--- config.mk ---
export PLATFORM = sky130hd
export DESIGN_NAME = asrc_ctrl
export DESIGN_NICKNAME = d
export VERILOG_FILES = /design/src/rtl/asrc_pkg.sv /design/src/rtl/asrc_ctrl.sv /design/src/rtl/asrc_timer.sv
export SDC_FILE = /design/constraint.sdc
export NUM_CORES = 1
export LEC_CHECK = 0
export ABC_CLOCK_PERIOD_IN_PS = 2800
export BUFFER_PORTS_ARGS = -buffer_cell sky130_fd_sc_hd__buf_2
export CORE_MARGIN = 2
export CORE_UTILIZATION = 35
export CTS_CLUSTER_DIAMETER = 80
export DETAILED_ROUTE_END_ITERATION = 6
export PLACE_DENSITY = 0.66
export RECOVER_POWER = 25
export SYNTH_ARGS = -nofsm -noshare
export SYNTH_HDL_FRONTEND = slang
export SYNTH_HIERARCHICAL = 1
export SYNTH_SLANG_ARGS = --single-unit
--- constraint.sdc ---
create_clock -name clk -period 2.8 [get_ports clk]
set_clock_uncertainty 0.1 [all_clocks]
set_input_delay 0.14 -clock clk [delete_from_list [all_inputs] [get_ports clk]]
set_output_delay 0.14 -clock clk [all_outputs]
set_load 0.01 [all_outputs]
--- src/rtl/asrc_pkg.sv ---
/*
 * Shared constants and types of the asynchronous static memory host
 * controller: pin widths, timing figures, derived cycle counts, the pin
 * bundle and the sequencer states.
 * Assumes a single 20 MHz clock and the slowest speed grade's figures.
 */
package asrc_pkg;

	// ==========================================================
	// Array geometry
	localparam int ADDR_W = 17;      // 131,072 locations
	localparam int DATA_W = 8;       // One byte per location
	localparam int TMR_W  = 4;

	// ==========================================================
	// Timing figures in ns, slowest grade, and the clock rate
	localparam int CLK_MHZ       = 20;
	localparam int ADDR_ACC_NS   = 15; // address_access_time
	localparam int RD_CYCLE_NS   = 15;
	localparam int WE_PULSE_NS   = 10;
	localparam int WE_OFF_NS     = 7;  // write_strobe_turnoff_delay
	localparam int DATA_SETUP_NS = 8;  // data_setup_to_write_end
	localparam int NS_PER_US     = 1000;

	// Least times round up to whole cycles
	localparam int ACC_RAW = ADDR_ACC_NS > RD_CYCLE_NS ?
		ADDR_ACC_NS : RD_CYCLE_NS;
	localparam int WR_RAW  = WE_PULSE_NS > (WE_OFF_NS + DATA_SETUP_NS) ?
		WE_PULSE_NS : (WE_OFF_NS + DATA_SETUP_NS);
	localparam logic [TMR_W-1:0] ACC_CYC = TMR_W'(
		(ACC_RAW * CLK_MHZ + NS_PER_US - 1) / NS_PER_US);
	localparam logic [TMR_W-1:0] WR_CYC  = TMR_W'(
		(WR_RAW * CLK_MHZ + NS_PER_US - 1) / NS_PER_US);
	localparam logic [TMR_W-1:0] TMR_ONE  = 4'h1;
	localparam logic [TMR_W-1:0] TMR_ZERO = 4'h0;

	// ==========================================================
	// Idle pin levels
	localparam logic [ADDR_W-1:0] ADDR_IDLE = 17'h0_0000;
	localparam logic [DATA_W-1:0] DATA_IDLE = 8'h00;

	// ==========================================================
	// Address and control pins towards the memory, the control pins all active low
	typedef struct packed {
		logic [ADDR_W-1:0] addr;
		logic              chip_sel_n;
		logic              out_gate_n;
		logic              write_strobe_n;
	} asrc_pins_s;

	localparam asrc_pins_s PINS_IDLE = '{
		addr: ADDR_IDLE, chip_sel_n: 1'b1,
		out_gate_n: 1'b1, write_strobe_n: 1'b1};

	// Sequencer states
	typedef enum logic [2:0] {
		ST_IDLE,
		ST_RD_ACC,
		ST_WR_PULSE,
		ST_WR_HOLD
	} asrc_state_e;

endpackage

--- src/rtl/asrc_ctrl.sv ---
/*
 * Host controller for an asynchronous 128K x 8 static memory. It takes
 * one byte request at a time and turns it into pin sequences on the
 * memory's select, output gate, write strobe, address and data pins.
 * Assumes the memory pins are wired straight to the outputs, the data
 * bus is resolved outside from dq_out and dq_oe_n, and dq_in is sampled
 * synchronously. The memory contents are undefined until written.
 */
`timescale 1ns/1ps

// Behaviour
// - strobe rise ends write, data held across
// - gate low writes need turnoff plus setup
// - address valid no later than select fall
// - host never drives while memory drives
module asrc_ctrl (
	// Clock and reset
	input  wire logic                        clk,
	input  wire logic                        rst,
	// Request port
	input  wire logic                        req_valid,
	input  wire logic                        req_write,
	input  wire logic [asrc_pkg::ADDR_W-1:0] req_addr,
	input  wire logic [asrc_pkg::DATA_W-1:0] req_wdata,
	output      logic                        req_ready,
	// Read answer
	output      logic                        rd_valid,
	output      logic [asrc_pkg::DATA_W-1:0] rd_data,
	// Memory pins
	output      asrc_pkg::asrc_pins_s        pins,
	input  wire logic [asrc_pkg::DATA_W-1:0] dq_in,
	output      logic [asrc_pkg::DATA_W-1:0] dq_out,
	output      logic                        dq_oe_n
);

	asrc_pkg::asrc_state_e           state;
	asrc_pkg::asrc_state_e           next_state;
	logic                            accept;
	logic                            tmr_load;
	logic [asrc_pkg::TMR_W-1:0]      tmr_val;
	logic                            tmr_done;
	logic                            rd_end;
	logic                            wr_end;

	// ==========================================================
	// Decode
	// A request is taken only when idle and advertised ready
	assign accept   = (state == asrc_pkg::ST_IDLE) && req_valid && req_ready;
	assign rd_end   = (state == asrc_pkg::ST_RD_ACC) && tmr_done;
	assign wr_end   = (state == asrc_pkg::ST_WR_PULSE) && tmr_done;
	assign tmr_load = accept;
	// Write length covers strobe turnoff plus data setup
	assign tmr_val  = req_write ? (asrc_pkg::WR_CYC - asrc_pkg::TMR_ONE)
		: (asrc_pkg::ACC_CYC - asrc_pkg::TMR_ONE);

	// Next state
	always_comb begin
		next_state = state;
		unique case (state)
			asrc_pkg::ST_IDLE: begin
				if (accept) begin
					next_state = req_write ? asrc_pkg::ST_WR_PULSE
						: asrc_pkg::ST_RD_ACC;
				end
			end
			asrc_pkg::ST_RD_ACC: begin
				if (rd_end) begin
					next_state = asrc_pkg::ST_IDLE;
				end
			end
			asrc_pkg::ST_WR_PULSE: begin
				if (wr_end) begin
					next_state = asrc_pkg::ST_WR_HOLD;
				end
			end
			asrc_pkg::ST_WR_HOLD: begin
				next_state = asrc_pkg::ST_IDLE;
			end
			default: begin
				next_state = asrc_pkg::ST_IDLE;
			end
		endcase
	end

	// ==========================================================
	// Phase timer
	asrc_timer u_timer (
		.clk      (clk),
		.rst      (rst),
		.load     (tmr_load),
		.load_val (tmr_val),
		.expired  (tmr_done)
	);

	// ==========================================================
	// Sequencer state
	always_ff @(posedge clk or posedge rst) begin
		if (rst) begin
			state <= asrc_pkg::ST_IDLE;
		end else begin
			state <= next_state;
		end
	end

	// Memory pins live in one process so the bundle has a single driver.
	// Address and select move together on accept
	// Output gate opens only for reads, so writes never fight
	// Strobe and select rise on one edge to end the write
	always_ff @(posedge clk or posedge rst) begin
		if (rst) begin
			pins <= asrc_pkg::PINS_IDLE; // Standby until a request
		end else if (accept) begin
			pins.addr           <= req_addr;
			pins.chip_sel_n     <= 1'b0;
			pins.out_gate_n     <= req_write;
			pins.write_strobe_n <= !req_write;
		end else if (rd_end || wr_end) begin
			// Gate was already high in a write, strobe in a read
			pins.chip_sel_n     <= 1'b1;
			pins.out_gate_n     <= 1'b1;
			pins.write_strobe_n <= 1'b1;
		end
	end

	// Data is driven with the strobe and held one cycle past its rise
	// so hold time after write end is met
	always_ff @(posedge clk or posedge rst) begin
		if (rst) begin
			dq_out  <= asrc_pkg::DATA_IDLE;
			dq_oe_n <= 1'b1;
		end else if (accept && req_write) begin
			dq_out  <= req_wdata;
			dq_oe_n <= 1'b0;
		end else if (state == asrc_pkg::ST_WR_HOLD) begin
			dq_oe_n <= 1'b1;
		end
	end

	// Read capture; the access time has run out by rd_end
	always_ff @(posedge clk or posedge rst) begin
		if (rst) begin
			rd_valid <= 1'b0;
			rd_data  <= asrc_pkg::DATA_IDLE;
		end else begin
			rd_valid <= rd_end;
			if (rd_end) begin
				rd_data <= dq_in;
			end
		end
	end

	// Ready drops on accept and returns when the cycle is done
	always_ff @(posedge clk or posedge rst) begin
		if (rst) begin
			req_ready <= 1'b0;
		end else if (accept) begin
			req_ready <= 1'b0;
		end else begin
			req_ready <= (next_state == asrc_pkg::ST_IDLE);
		end
	end
endmodule

--- src/rtl/asrc_timer.sv ---
/*
 * Down counter that times the read access and write strobe phases of a memory cycle.
 * Assumes the caller loads it on the cycle a phase begins and waits for
 * the expired flag; a load always wins over the count.
 */
`timescale 1ns/1ps
module asrc_timer (
	// Clock and reset
	input  wire logic                       clk,
	input  wire logic                       rst,
	// Control
	input  wire logic                       load,
	input  wire logic [asrc_pkg::TMR_W-1:0] load_val,
	// Status
	output wire logic                       expired
);

	logic [asrc_pkg::TMR_W-1:0] count;

	// ==========================================================
	// Count
	// Count down to zero and rest there
	always_ff @(posedge clk or posedge rst) begin
		if (rst) begin
			count <= asrc_pkg::TMR_ZERO;
		end else if (load) begin
			count <= load_val;
		end else if (count != asrc_pkg::TMR_ZERO) begin
			count <= count - asrc_pkg::TMR_ONE;
		end
	end

	// Flag is masked in the load cycle so a phase never ends early
	assign expired = (count == asrc_pkg::TMR_ZERO) && !load;

endmodule

### Yosys cells after proc, flatten, opt, wreduce, memory -nomap -nowiden

Cells that the tools add are included.
Widths: inputs -> output; s select.

* output and inout port bits: 39
* register bits after elaboration: 46
* logic and storage cells: 43

* reduce and logical (&&, ||, !) cells: 16
* eq/ne operators: 3
* mux-type cells: 12
* add/sub/neg operators: 1

Operator list (count)
* $mux 3: 5
* $pmux 3 s3: 1
* $mux 4: 2
* $eq 3x2->1 const B: 2
* $logic_and 1x1->1: 6
* $logic_not 3->1: 2
* $reduce_bool 2->1: 3
* $logic_not 4->1: 1
* $reduce_bool 4->1: 1
* $sub 4x1->4 const B: 1
* $eq 3x1->1 const B: 1
* $mux 1: 3
* $logic_not 1->1: 2
* $mux 2: 1
* $logic_or 1x1->1: 1

### Depth between registers and ports, before layout

* depth after elaboration: 10
* gate-level depth with buffers: 9
* gate-level depth less buffers: 7

### By module

The synthesis kept the hierarchy.

By module, submodules not included
* asrc_ctrl: area each 1700.4 um^2, times used 1, cells an instance 103
* asrc_timer: area each 251.5 um^2, times used 1, cells an instance 24

### Worst setup path before layout

No wires, ideal clock.

* path type: reg-to-reg
* start point: register state[0]
* end point: register rd_data[0] (netlist name)
* data arrival time: 1.998 ns
* cell stages (with the launch flop): 10
* path slack: 0.577 ns
* clock period less this slack: 2.223 ns
* cell sequence: dfrtp_1 > and4bb_4 > nand2_4 > buf_8 > inv_4 > clkbuf_1 > nor2b_1 > and4_1 > buf_2 > mux2_2

* word-level cells in the longest chain between the ends: 6
* elaborated cells on any way between the ends: 7
* those cells by class: eq/ne (1); reduce/logical (6)

Ends and longest elaborated chain
* start: declaration: line asrc_ctrl.sv:36 `asrc_pkg::asrc_state_e state;`
* start signal: assignment: line asrc_ctrl.sv:99 `state <= asrc_pkg::ST_IDLE;`
* start signal: assignment: line asrc_ctrl.sv:101 `state <= next_state;`
* $logic_not 3->1: line asrc_ctrl.sv:48 `assign accept = (state == asrc_pkg::ST_IDLE) && req_valid && req_ready;`
* $logic_and 1x1->1 (2 in a row): line asrc_ctrl.sv:48
* named net accept: line asrc_ctrl.sv:38 `logic accept;`
* $logic_not 1->1: line asrc_timer.sv:34 `assign expired = (count == asrc_pkg::TMR_ZERO) && !load;`
* $logic_and 1x1->1: line asrc_timer.sv:34
* named net tmr_done: line asrc_ctrl.sv:41 `logic tmr_done;`
* $logic_and 1x1->1: line asrc_ctrl.sv:49 `assign rd_end = (state == asrc_pkg::ST_RD_ACC) && tmr_done;`
* named net rd_end: line asrc_ctrl.sv:42 `logic rd_end;`
* end signal: assignment: line asrc_ctrl.sv:143 `rd_data <= asrc_pkg::DATA_IDLE;`
* end signal: assignment: line asrc_ctrl.sv:147 `rd_data <= dq_in;`
* end: declaration: line asrc_ctrl.sv:28 `output logic [asrc_pkg::DATA_W-1:0] rd_data,`

The timed path passes the listed nets, and every way through them passes these cells.
A chain may end at the register's enable or synchronous reset.

### Worst setup path in the final report

* start point: register u_timer/count[0] (netlist name)
* end point: register rd_data[7] (netlist name)

* word-level cells in the longest chain between the ends: 3

Ends and longest elaborated chain
* start: declaration: line asrc_timer.sv:18 `logic [asrc_pkg::TMR_W-1:0] count;`
* start signal: assignment: line asrc_timer.sv:25 `count <= asrc_pkg::TMR_ZERO;`
* start signal: assignment: line asrc_timer.sv:27 `count <= load_val;`
* start signal: assignment: line asrc_timer.sv:29 `count <= count - asrc_pkg::TMR_ONE;`
* $logic_not 4->1: line asrc_timer.sv:34
* $logic_and 1x1->1: line asrc_timer.sv:34
* named net tmr_done: line asrc_ctrl.sv:41
* $logic_and 1x1->1: line asrc_ctrl.sv:49

The timed path passes the listed nets, and every way through them passes these cells.

==> impl_metrics.csv <==
group,metric,value,unit
sta,min_period_over_period,0.813,
sta,drv_slew,0,
place,hpwlAfterDp,2650,µm
die,core,5440,µm²
finish,nNetsFinal,285,
synth,synth_top_area_share,0.538,
routing,top_layer,"met4",
place,place.port_buffers,75,
outcome,status,"finished clean",
setup_path,slowest_delay,0.46,ns
place,preCtsSetupSlack,0.515,ns
sta,timing.slew.headroom,0.446,
routing,wl_met1,1830,µm
clock_network,cts.clk_slew.worst_paths,0.09,ns
global_route,grt_max_degree,24,
synth,synth_top_area_cell,"dfrtp_1",
setup_path,arrival,2.36,ns
place,placed_area,2410,µm²
synth,synth-edff-count,0,
finish,n_fill_cell,502,
pwr,power.leakage,1.40,nW
synth,synthCells,127,
clock_network,cts_setup_buffers,0,
setup_path,startpoint_type,"register",
place,gp_congestion,0.738,
finish,area_growth,45.1,%
routing,drtIter0Drc,43,
clock_network,cts.repair.resized,0,
die,ioPinCount,76,
sta,rsz0062_at_grt,"no",
die,die_h,78.7,µm
global_route,grt_overflow,0,
setup_path,r2r_cells,6,
setup_path,cp.required,2.89,ns
synth,avgSynthCellArea,15.4,µm²
setup_path,end_kind,"register",
die,die_area,6190,µm²
sta,setup_tns,0,ns
clock_network,cts_tree,"done",
routing,wl_met3,173,µm
synth,async_reset_ff_frac,1.00,
global_route,antenna_found_initial,0,
global_route,grt_pass1_wl,6850,µm
die,die_w,78.7,µm
finish,fin_area,2830,µm²
sta,finalHoldViolations,0,
setup_path,timing.rr.start,"u_timer/count[0]",
synth,yosysUniqueCellTypes,35,
routing,via_per_inst,4.38,
pwr,fin_total_pwr,0.00242,W
routing,avgRoutedWirePerCell,13.2,µm
clock_network,htreeDepth,2,
setup_path,crit_slowest_cell,"and4_1",
setup_path,worstReg2RegEnd,"rd_data[7]",
hold_path,hp-class,"in2async",
clock_network,numCtsBuffers,5,
setup_path,worstPathMaxFanout,9,
setup_path,crit_family,"simple AND/OR/NAND/NOR gates",
global_route,grtUsageTotal,0.143,
routing,vias,1396,
global_route,first_global_vias,1514,
sta,fin_hold_ws,0.174,ns
sta,tightest_slew,0.826,ns
synth,yosys-top-cells-area,"dfrtp_1, mux2_4, mux2_2",
synth,synth_area,1950,µm²
run,drv_cap,0,
pwr,irDropWorstVdd,0.301,mV
clock_network,cts_hold_buf,35,
sta,setup_viol,0,
setup_path,reg2reg_slack,0.52,ns
finish,drive_gt1_frac,0.466,
synth,yosysSeqAreaShare,0.592,
routing,drt_first_pass_iters,4,
pwr,powerDensity,854,nW/µm²
routing,drc,0,
sta,finalCriticalPeriod,2.28,ns
clock_network,cts-root-buf,"clkbuf_8",
clock_network,clk_latency,0.30,ns
synth,synth_warnings,6,
routing,wl_met2,2160,µm
setup_path,cp_cell_sequence,"inv_1 > ha_1 > nor3b_4 > nor2b_1 > and4_1 > mux2_2",
routing,antenna_left,0,
sta,max_clock_freq,0.439,GHz
setup_path,worst-path-buf-inv,1,
finish,antenna_cells,0,
clock_network,cts.sinks,46,
routing,routed_wl,4200,µm
clock_network,cts_buffer_depth,2,
sta,timing.final.ws_setup,0.525,ns
die,initial_core_util,0.359,
synth,synth_ff_type,"dfrtp_1",
die,rows,27,
synth,ys_ff_latch,46,
setup_path,critical_path_class,"reg2reg",
## worst max path at each step
stage,from,endpoint,cells past startpoint
finish,u_timer/count[0],rd_data[7],6
global route,u_timer/count[0],rd_data[4],6
CTS,u_timer/count[0],rd_data[1],6
detailed placement,u_timer/count[0],rd_data[1],6
global placement,u_timer/count[0],rd_data[5],6
floorplan,state[0],rd_data[0],9
## worst reg2reg max path, stage by stage, from the launching register on
cell and delay, ns:
dfrtp_1 0.38, inv_1 0.11, ha_1 0.18, nor3b_4 0.29
nor2b_1 0.28, and4_1 0.46, mux2_2 0.38
## metal layers
layer | vias to the layer above | track usage
li1 | 674 | -
met1 | 683 | 0.166
met2 | 34 | 0.254
met3 | 5 | 0.0437
met4 | 0 | 0.0404
met5 | - | 0
## registers in the layout, summed over array words and instances (netlist names)
signal / flops
state: 3
req_ready: 1
rd_valid: 1
dq_oe_n: 1
rd_data: 8
u_timer/count: 4
pins: 20
dq_out: 8
## synth_stat cells, types with 2 or more instances
| master | n |
|---|---|
| dfrtp_1 | 42 |
| a21oi_1 | 2 |
| nor2b_1 | 2 |
| dfstp_2 | 4 |
| ha_1 | 2 |
| mux2_2 | 17 |
| mux2_4 | 17 |
| nor3_1 | 2 |
| o31a_1 | 2 |
| o21ai_0 | 3 |
| inv_1 | 6 |
| o31ai_1 | 2 |
| nand2_1 | 2 |
| nor3b_1 | 2 |
| xnor2_1 | 2 |
## where the power goes
part,switching [W],internal (W)
logic,0.000408,0.000528
registers,0.000150,0.000943
clock network,0.000213,0.000177
## cell usage in the layout (no fill, tap or decap), drive strengths merged, types with 3 or more instances in the layout
| cell type | instances |
|---|---|
| conb | 5 |
| nand2 | 3 |
| dlygate4sd3 | 35 |
| o21ai | 3 |
| buf | 65 |
| dfrtp | 42 |
| mux2 | 34 |
| dfstp | 4 |
| inv | 7 |
| clkbuf | 19 |
| nor3b | 3 |
## through the flow
step	util	std cells
2_1_floorplan	-	131
3_3_place_gp	0.444	276
3_5_place_dp	0.444	276
4_1_cts	0.523	319
5_1_grt	0.521	319
6_report	0.521	319
## final cells by class
class	instances	area [µm²]	area share
Sequential cell	46	1160	0.408
Multi-Input combinational cell	73	743	0.262
Timing Repair Buffer	112	726	0.256
Tap cell	72	90.1	0.0318
Clock buffer	7	76.3	0.0270
Inverter	8	32.5	0.0115
Clock inverter	1	7.51	0.00265
## logic make-up (layout without fill, tap and decap cells)
kind of cell | count (synthesis) | count (layout) | share of synthesized area
XOR/XNOR | 3 | 3 | 0.0135
AO/OA/AOI/OAI | 12 | 12 | 0.0417
flip-flops | 46 | 46 | 0.592
adder cells (fa/ha/maj) | 2 | 2 | 0.0128
multiplexers | 35 | 35 | 0.234
other | 1 | 5 | 0.00192
AND/OR/NAND/NOR | 16 | 16 | 0.0692
buffers and inverters | 12 | 128 | 0.0346
Power figures use the tool's default switching activity.
